### src/inc/clock_monitor_params.svh
// constants for the clock monitor reference generator
// assumes a 32-bit classic wishbone slave with word-aligned byte addresses
`ifndef CLOCK_MONITOR_PARAMS_SVH
`define CLOCK_MONITOR_PARAMS_SVH

// ****************************************************************
// register map (byte addresses)
// ****************************************************************
`define OFS_CTRL         4'h0
`define OFS_STATUS       4'h4
`define OFS_IRQ_STATUS   4'h8
`define OFS_IRQ_MASK     4'hC
`define ADDR_W           4

// ****************************************************************
// field positions
// ****************************************************************
`define CTRL_W           5
`define CTRL_RESET       5'h00
`define STAT_STABLE      0
`define STAT_EXT_REF     1
`define STAT_INT_REF     2
`define STAT_STAB_CLK    3
`define STAT_EXT_ON      4
`define IRQ_W            2
`define IRQ_STABLE_SET   0
`define IRQ_STABLE_LOST  1

// ****************************************************************
// divider taps: output bit of a counter stepped once per source edge
// ****************************************************************
`define LONG_W           14
`define SHORT_W          2
`define TAP_DIV4         1
`define TAP_EXT_REF      8
`define TAP_INT_XTAL     5
`define TAP_INT_SLOW     13
`define TAP_STAB_SHORT   3
`define TAP_STAB_LONG    11

`endif

### src/inc/clock_monitor_pkg.sv
// types shared by the clock monitor reference generator
// assumes clock_monitor_params.svh supplies the widths
`include "clock_monitor_params.svh"

package clock_monitor_pkg;

   // software configuration bits, high bit first on the bus
   typedef struct packed {
      logic monitorEnable;
      logic crystalEnable;
      logic slowExternalSel;
      logic intGenOn;
      logic extGenEnable;
   } ctrl_type;

   // long divider source and role
   typedef enum logic [2:0] {
      LONG_STAB = 3'b001,
      LONG_EXT  = 3'b010,
      LONG_BASE = 3'b100
   } long_mode_type;

   typedef struct packed {
      logic extReference;
      logic intReference;
      logic stabilizationClock;
   } refs_type;

endpackage : clock_monitor_pkg

### src/clock_monitor_reference_gen.sv
// clock monitor reference generator with wishbone register access
// assumes ext pin and base clock are asynchronous to ref_clk and much
// slower than it; ext_inactive_flag comes from logic on ref_clk
//
// Chosen here: register access over Wishbone and the register addresses.
`timescale 1ns/1ns
`include "clock_monitor_params.svh"

module clock_monitor_reference_gen
   import clock_monitor_pkg::*;
(
   input  wire logic        ref_clk,          // system clock, 125 MHz
   input  wire logic        rst,              // synchronous reset, active high
   input  wire logic [31:0] wb_adr_i,         // wishbone byte address
   input  wire logic [31:0] wb_dat_i,         // wishbone write data
   input  wire logic [3:0]  wb_sel_i,         // wishbone byte enables
   input  wire logic        wb_we_i,          // wishbone write
   input  wire logic        wb_cyc_i,         // wishbone cycle
   input  wire logic        wb_stb_i,         // wishbone strobe
   output logic      [31:0] wb_dat_o,         // wishbone read data
   output logic             wb_ack_o,         // wishbone acknowledge
   input  wire logic        extClockInputPin, // external clock or port pin
   input  wire logic        intBaseClock,     // internal base clock, ~307.2 kHz
   input  wire logic        extInactiveFlag,  // ext clock inactivity from detector
   output logic             extClock,         // buffered external clock
   output logic             portPinIn,        // pin level for port use
   output logic             extReference,     // reference for internal checking
   output logic             intReference,     // reference for external checking
   output logic             stabilizationClock, // stabilization timer clock
   output logic             extClockStable,   // external clock stable flag
   output logic             monitorEnable,    // monitor enable to detectors
   output logic             irq               // level interrupt
);

   // ****************************************************************
   // functions
   // ****************************************************************
   // stabilization tap: crystal needs the long count
   function automatic logic stabTap(input logic [`LONG_W-1:0] cnt, input logic xtal);
      stabTap = xtal ? cnt[`TAP_STAB_LONG] : cnt[`TAP_STAB_SHORT];
   endfunction : stabTap

   function automatic logic [31:0] pad(input logic [7:0] v);
      pad = {24'h00_0000, v};
   endfunction : pad

   // ****************************************************************
   // pin synchronisers
   // ****************************************************************
   logic [2:0] extSync_r;
   logic [2:0] baseSync_r;

   always_ff @(posedge ref_clk) begin
      if (rst)
         extSync_r <= 3'h0;
      else
         extSync_r <= {extSync_r[1:0], extClockInputPin};
   end

   always_ff @(posedge ref_clk) begin
      if (rst)
         baseSync_r <= 3'h0;
      else
         baseSync_r <= {baseSync_r[1:0], intBaseClock};
   end

   ctrl_type ctrl_r;
   logic     extRise;
   logic     baseRise;

   // edges seen from the second flop onward only
   assign extRise  = extSync_r[1] & ~extSync_r[2] & ctrl_r.extGenEnable;
   assign baseRise = baseSync_r[1] & ~baseSync_r[2] & ctrl_r.intGenOn;

   always_ff @(posedge ref_clk) begin
      if (rst)
         extClock <= 1'b0;
      else
         extClock <= ctrl_r.extGenEnable & extSync_r[1];
   end

   always_ff @(posedge ref_clk) begin
      if (rst)
         portPinIn <= 1'b0;
      else
         portPinIn <= ~ctrl_r.extGenEnable & extSync_r[1];
   end

   // ****************************************************************
   // divider selection
   // ****************************************************************
   logic                stable_r;
   long_mode_type       longMode;
   logic [4:0]          selKey;
   logic [4:0]          selKey_r;
   logic                selChange;
   logic                selChange_r;
   logic                longStep;

   always_comb begin
      if (!stable_r)
         longMode = LONG_STAB;
      else if (ctrl_r.slowExternalSel)
         longMode = LONG_BASE;
      else
         longMode = LONG_EXT;
   end

   always_comb begin
      case (longMode)
         LONG_BASE: longStep = baseRise;
         LONG_EXT:  longStep = extRise;
         LONG_STAB: longStep = extRise;
         default:   longStep = 1'b0;
      endcase
   end

   assign selKey    = {longMode, ctrl_r.crystalEnable, ctrl_r.intGenOn};
   assign selChange = selKey != selKey_r;

   always_ff @(posedge ref_clk) begin
      if (rst) begin
         selKey_r    <= 5'h00;
         selChange_r <= 1'b0;
      end else begin
         selKey_r    <= selKey;
         selChange_r <= selChange;
      end
   end

   // ****************************************************************
   // dividers, each stepped by its own source edge
   // ****************************************************************
   logic [`LONG_W-1:0]  longCnt_r;
   logic [`SHORT_W-1:0] extDiv4_r;
   logic [`SHORT_W-1:0] baseDiv4_r;

   always_ff @(posedge ref_clk) begin
      if (rst || !ctrl_r.extGenEnable)
         longCnt_r <= '0;
      else if (selChange)
         longCnt_r <= '0;
      else if (longStep)
         longCnt_r <= longCnt_r + 1'b1;
   end

   always_ff @(posedge ref_clk) begin
      if (rst || !ctrl_r.extGenEnable || selChange)
         extDiv4_r <= '0;
      else if (extRise)
         extDiv4_r <= extDiv4_r + 1'b1;
   end

   always_ff @(posedge ref_clk) begin
      if (rst || !ctrl_r.intGenOn || selChange)
         baseDiv4_r <= '0;
      else if (baseRise)
         baseDiv4_r <= baseDiv4_r + 1'b1;
   end

   // ****************************************************************
   // reference selection
   // ****************************************************************
   refs_type refsNxt;

   always_comb begin
      refsNxt = '0;
      // ext reference: never during stabilization
      if (ctrl_r.extGenEnable && stable_r) begin
         if (ctrl_r.slowExternalSel)
            refsNxt.extReference = extDiv4_r[`TAP_DIV4];
         else
            refsNxt.extReference = longCnt_r[`TAP_EXT_REF];
      end
      // int reference off with its generator
      if (ctrl_r.intGenOn) begin
         if (ctrl_r.slowExternalSel && stable_r) begin
            if (ctrl_r.crystalEnable)
               refsNxt.intReference = longCnt_r[`TAP_INT_XTAL];
            else
               refsNxt.intReference = longCnt_r[`TAP_INT_SLOW];
         end else begin
            refsNxt.intReference = baseDiv4_r[`TAP_DIV4];
         end
      end
      if (ctrl_r.extGenEnable)
         refsNxt.stabilizationClock = stabTap(longCnt_r, ctrl_r.crystalEnable);
   end

   // references run whenever their sources do, but the ext reference stays low
   // until the stable flag is set, so the detectors see that direction only after stabilization
   always_ff @(posedge ref_clk) begin
      if (rst)
         extReference <= 1'b0;
      else
         extReference <= refsNxt.extReference;
   end

   always_ff @(posedge ref_clk) begin
      if (rst)
         intReference <= 1'b0;
      else
         intReference <= refsNxt.intReference;
   end

   always_ff @(posedge ref_clk) begin
      if (rst)
         stabilizationClock <= 1'b0;
      else
         stabilizationClock <= refsNxt.stabilizationClock;
   end

   // ****************************************************************
   // stable flag
   // ****************************************************************
   logic stabFall;
   logic stableSetEv;
   logic stableLostEv;

   // the output flop still holds the pre-restart tap for one cycle after
   // a selection change, so that cycle is masked too: no false set
   assign stabFall = stabilizationClock & ~refsNxt.stabilizationClock & ~selChange &
                     ~selChange_r;
   assign stableSetEv  = stabFall & ~stable_r & ctrl_r.extGenEnable;
   assign stableLostEv = stable_r & extInactiveFlag & ctrl_r.extGenEnable;

   // clearing wins: an off generator or a dead clock cannot be stable
   always_ff @(posedge ref_clk) begin
      if (rst)
         stable_r <= 1'b0;
      else if (!ctrl_r.extGenEnable || extInactiveFlag)
         stable_r <= 1'b0;
      else if (stabFall)
         stable_r <= 1'b1;
   end

   always_ff @(posedge ref_clk) begin
      if (rst)
         extClockStable <= 1'b0;
      else
         extClockStable <= stable_r & ~extInactiveFlag & ctrl_r.extGenEnable;
   end

   // ****************************************************************
   // interrupts
   // ****************************************************************
   logic [`IRQ_W-1:0] irqStatus_r;
   logic [`IRQ_W-1:0] irqMask_r;
   logic [`IRQ_W-1:0] irqEvents;
   logic [`IRQ_W-1:0] irqClear;
   logic              busWrite;
   logic              busAccess;
   logic [`ADDR_W-1:0] addr;

   assign addr      = wb_adr_i[`ADDR_W-1:0];
   assign busAccess = wb_cyc_i & wb_stb_i & ~wb_ack_o;
   // writes land at the edge where the master samples ack high
   assign busWrite  = wb_cyc_i & wb_stb_i & wb_ack_o & wb_we_i & wb_sel_i[0] &
                      (wb_adr_i[31:`ADDR_W] == '0);

   assign irqEvents = {stableLostEv, stableSetEv};
   assign irqClear  = (busWrite && addr == `OFS_IRQ_STATUS) ?
                      wb_dat_i[`IRQ_W-1:0] : '0;

   // set wins over a clear in the same cycle
   always_ff @(posedge ref_clk) begin
      if (rst)
         irqStatus_r <= '0;
      else
         irqStatus_r <= (irqStatus_r & ~irqClear) | irqEvents;
   end

   always_ff @(posedge ref_clk) begin
      if (rst)
         irq <= 1'b0;
      else
         irq <= |(irqStatus_r & irqMask_r);
   end

   // ****************************************************************
   // wishbone slave, one wait state, unmapped reads return zero
   // ****************************************************************
   logic [7:0] statusByte;

   assign statusByte = {3'h0, ctrl_r.extGenEnable, stabilizationClock,
                        intReference, extReference, extClockStable};

   always_ff @(posedge ref_clk) begin
      if (rst) begin
         ctrl_r    <= `CTRL_RESET;
         irqMask_r <= '0;
      end else if (busWrite) begin
         case (addr)
            `OFS_CTRL:     ctrl_r    <= wb_dat_i[`CTRL_W-1:0];
            `OFS_IRQ_MASK: irqMask_r <= wb_dat_i[`IRQ_W-1:0];
            default:       ;
         endcase
      end
   end

   always_ff @(posedge ref_clk) begin
      if (rst)
         monitorEnable <= 1'b0;
      else
         monitorEnable <= ctrl_r.monitorEnable;
   end

   always_ff @(posedge ref_clk) begin
      if (rst) begin
         wb_ack_o <= 1'b0;
         wb_dat_o <= 32'h0000_0000;
      end else begin
         wb_ack_o <= busAccess;
         wb_dat_o <= 32'h0000_0000;
         if (busAccess && !wb_we_i && wb_adr_i[31:`ADDR_W] == '0) begin
            case (addr)
               `OFS_CTRL:       wb_dat_o <= pad({3'h0, ctrl_r});
               `OFS_STATUS:     wb_dat_o <= pad(statusByte);
               `OFS_IRQ_STATUS: wb_dat_o <= pad({6'h00, irqStatus_r});
               `OFS_IRQ_MASK:   wb_dat_o <= pad({6'h00, irqMask_r});
               default:         wb_dat_o <= 32'h0000_0000;
            endcase
         end
      end
   end

endmodule : clock_monitor_reference_gen

### config.mk
export PLATFORM = sky130hd
export DESIGN_NAME = clock_monitor_reference_gen
export DESIGN_NICKNAME = d
export VERILOG_FILES = /design/src/inc/clock_monitor_pkg.sv /design/src/clock_monitor_reference_gen.sv
export VERILOG_INCLUDE_DIRS = /design/src /design/src/inc
export SDC_FILE = /design/constraint.sdc
export NUM_CORES = 1
export LEC_CHECK = 0
export ABC_AREA = 0
export BUFFER_PORTS_ARGS = -buffer_cell sky130_fd_sc_hd__buf_2
export CAP_MARGIN = 40
export CORE_MARGIN = 2
export CORE_UTILIZATION = 49
export CTS_BUF_LIST = sky130_fd_sc_hd__clkbuf_16
export DETAILED_ROUTE_END_ITERATION = 16
export PLACE_DENSITY = 0.92
export SYNTH_ARGS = -nofsm -noshare
export SYNTH_HDL_FRONTEND = slang
export SYNTH_SLANG_ARGS = --single-unit
export TNS_END_PERCENT = 1
### constraint.sdc
create_clock -name ref_clk -period 5.4 [get_ports ref_clk]
set_input_delay 0 -clock ref_clk [delete_from_list [all_inputs] [get_ports ref_clk]]
set_output_delay 0 -clock ref_clk [all_outputs]
set_load 0.01 [all_outputs]
==> flow_metrics.py <==
metrics = {
    "yosys": {
        "synth_edf_count": 0,
        "netlist_area_um2": 2375,
        "synth_flop_cell": "dfxtp_1",
        "yosysSeqAreaShare_pct": 45.52,
        "ys_types": 37,
        "ys_seq_elements": 54,
        "syn_avg_cell_area_um2": 9.499,
        "synthArstFlopShare_pct": 0,
        "ys_warn_count": 0,
        "syn_inst": 250,
    },
    "die": {
        "fp.dieArea_um2": 5419,
        "ioPinCount": 117,
        "start_util_pct": 50.61,
        "rows": 25,
        "core_um2": 4692,
        "die_h_um": 73.62,
        "die_x_um": 73.62,
    },
    "worst_setup_path": {
        "max_stage_delay_ps": 620,
        "required_ps": 5610,
        "crit_family": "simple AND/OR/NAND/NOR gates",
        "cp-end-kind": "flop",
        "start_kind": "flop",
        "crit_path_max_fanout": 17,
        "worst_r2r_path_depth": 4,
        "r2r_setup_slack_ps": 3240,
        "criticalPathCategory": "reg2reg",
        "worst_path_max_delay_cell": "a2111o_1",
        "worstReg2RegStart": "stable_r$_SDFFE_PP0P_",
        "worstPathCellList": "or4b_1 -> a2111o_1 -> nand4bb_1 -> a21oi_1",
        "path_buf_inv": 0,
        "r2r_end": "stable_r$_SDFFE_PP0P_",
        "worstPathArrival_ps": 2380,
    },
    "worst_hold_path": {
        "hold_path_class": "in2reg",
        "min_to": "wb_dat_o[3]$_SDFF_PP0_",
        "hold_depth": 2,
        "hold_path_startpoint": "wb_adr_i[3]",
    },
    "layout": {
        "multi_input_area_um2": 1142,
        "ff_latch_area_um2": 1081,
        "drive_gt1_share_pct": 22.54,
        "fin_nets": 391,
        "area_delta_synth_final_pct": 19.18,
        "fillers": 399,
        "final_cell_area_um2": 2830,
        "diodes": 0,
    },
    "sta": {
        "hold_slack_ps": 23.31,
        "final_hold_viol_count": 0,
        "setup_violations": 0,
        "finalClockSkew_ps": 9.281,
        "slew_viol_final": 0,
        "post-route-period-util_pct": 40.09,
        "clock.fmax_ghz": 0.4619,
        "tightest_slew_ps": 621.4,
        "rsz0062_at_grt": "no",
        "slew_headroom_pct": 57.39,
        "tns_ps": 0,
        "layout_min_cycle_time_ps": 2165,
    },
    "pwr": {
        "leakagePower_nw": 1.201,
        "ir_drop_uv": 172.4,
        "p_per_area_nw_per_um2": 267.6,
    },
    "detailed_routing": {
        "drc": 0,
        "wl_met1_um": 1872,
        "met3_length_um": 337,
        "routed.top_layer": "met4",
        "ant_nets": 0,
        "wl_met2_um": 2653,
        "firstDrtPassIters": 4,
        "viasPerCell": 5.192,
        "drtIter0Drc": 95,
        "wl_per_cell_um": 13.56,
        "wl_um": 5003,
        "via_count": 1916,
    },
    "global_route": {
        "grt-ovfl-total": 0,
        "grtUsageTotal_pct": 19.12,
        "grt_pass1_wl_um": 7776,
        "grt_pass1_vias": 1841,
        "antenna_found_initial": 0,
        "grt_max_degree": 28,
    },
    "cts": {
        "cts_made_buffers": 5,
        "cts_max_level": 2,
        "cts_root_buf": "clkbuf_16",
        "clock_latency_ps": 290,
        "cts_setup_buffers": 0,
        "path_clk_slew_ps": 70,
        "cts_sinks": 54,
        "clockBufferDepth": 2,
        "cts_tree": "yes",
    },
    "placed_design": {
        "dp_hpwl_um": 3734,
        "dpl_cell_area_um2": 2605,
        "io_buffers": 59,
        "place_congestion": 0.8222,
    },
    "job": {
        "cap_violations": 0,
    },
    "run_status": {
        "status": "complete, no violations",
    },
}
-- synth_stat cells (3+ instances only) --
| cell | instances | area share, % |
|---|---|---|
| buf_4 | 27 | 8.5 |
| mux2i_1 | 13 | 5.5 |
| o21ai_0 | 4 | 0.84 |
| nand3b_1 | 4 | 1.3 |
| dfxtp_1 | 54 | 46 |
| nand2_1 | 8 | 1.3 |
| a21oi_1 | 3 | 0.63 |
| xor2_1 | 18 | 6.6 |
| and4_1 | 3 | 1.1 |
| nor4_1 | 8 | 2.1 |
| nor3_1 | 6 | 1.3 |
| nand2b_1 | 4 | 1.1 |
| clkbuf_1 | 10 | 1.6 |
| nor2_1 | 34 | 5.4 |
| nor2b_1 | 12 | 3.2 |
| and3_1 | 5 | 1.3 |
| nand4_1 | 11 | 2.9 |
-- worst max-delay path by stage --
stage | start | end | slack, ps | cells after the start
3_5_place_dp | stable_r$_SDFFE_PP0P_ | stable_r$_SDFFE_PP0P_ | 3240 | 4
6_report | stable_r$_SDFFE_PP0P_ | stable_r$_SDFFE_PP0P_ | 3240 | 4
5_1_grt | stable_r$_SDFFE_PP0P_ | irqStatus_r[0]$_SDFF_PP0_ | 3100 | 4
3_3_place_gp | stable_r$_SDFFE_PP0P_ | irqStatus_r[0]$_SDFF_PP0_ | 3320 | 4
2_1_floorplan | stable_r$_SDFFE_PP0P_ | stable_r$_SDFFE_PP0P_ | 3650 | 4
4_1_cts | stable_r$_SDFFE_PP0P_ | stable_r$_SDFFE_PP0P_ | 3230 | 4
-- stage by stage --
step                utilization, %  power (mW)  instances  setup slack (ps)
floorplan                        -      0.4455        276              3653
global placement             55.36      0.4496        352              3318
detailed placement           55.52      0.4507        353              3242
CTS                          60.32      0.7637        369              3228
global route                 60.32      0.7873        369              3096
finish                       60.32      0.7573        369              3235
-- flip-flops by register name, indices dropped and copies added (netlist names) --
register,cells
longCnt_r,14
ctrl_r,5
selKey_r,5
wb_dat_o,5
baseSync_r,3
extSync_r,3
baseDiv4_r,2
extDiv4_r,2
irqMask_r,2
irqStatus_r,2
extClock,1
extClockStable,1
extReference,1
intReference,1
irq,1
monitorEnable,1
portPinIn,1
selChange_r,1
stabilizationClock,1
stable_r,1
wb_ack_o,1
-- repair_timing --
item                                   CTS  global route
endpoints found under the hold margin    9             0
setup endpoints to repair                0             0
hold buffers                             8             0
gates resized for setup                  0             0
-- layout make-up --
cell class	count	area share, %
clock inverter	3	0.7073
clock buffer	5	4.421
timing repair buffer	69	13.79
tap	54	2.387
sequential	54	38.20
inverter	1	0.1326
multi-input combinational	183	40.36
-- cells in the final DEF, fill, tap and decap left out, drive strengths merged, types with 6 or more instances in the layout --
cell	Yosys	routed
mux2i	13	13
buf	28	61
nor4	8	8
conb	1	27
nor2b	12	12
nor2	34	34
xor2	18	18
dlygate4sd3	0	8
nand2	8	8
nor3	6	6
nand4	11	11
dfxtp	54	54
-- power breakdown --
part | internal, mW | leakage [nW] | switching (mW) | total (mW)
clock network | 0.172 | 0.0679 | 0.139 | 0.311
logic | 0.0207 | 0.697 | 0.0237 | 0.0444
registers | 0.401 | 0.437 | 0.00130 | 0.402
-- logic make-up (layout without fill, tap and decap cells) --
logic type      Yosys count  count (layout)  share of synthesized area, %
flops                    54              54                         45.52
fa+ha+maj                 1               1                        0.5268
simple gates            109             109                         25.50
buf+inv                  39              78                         10.48
other cells               1              27                        0.1579
mux                      15              15                         7.376
compound gates           12              12                         3.425
xor+xnor                 19              19                         7.007
-- routing by layer --
| layer | up-vias | global-route usage [%] |
|---|---|---|
| met3 | 13 | 4.252 |
| met1 | 890 | 18.23 |
| met4 | 0 | 9.091 |
| met2 | 77 | 37.70 |
| met5 | - | 0 |
| li1 | 936 | - |
No activity file was read; power rests on OpenSTA's default activity.
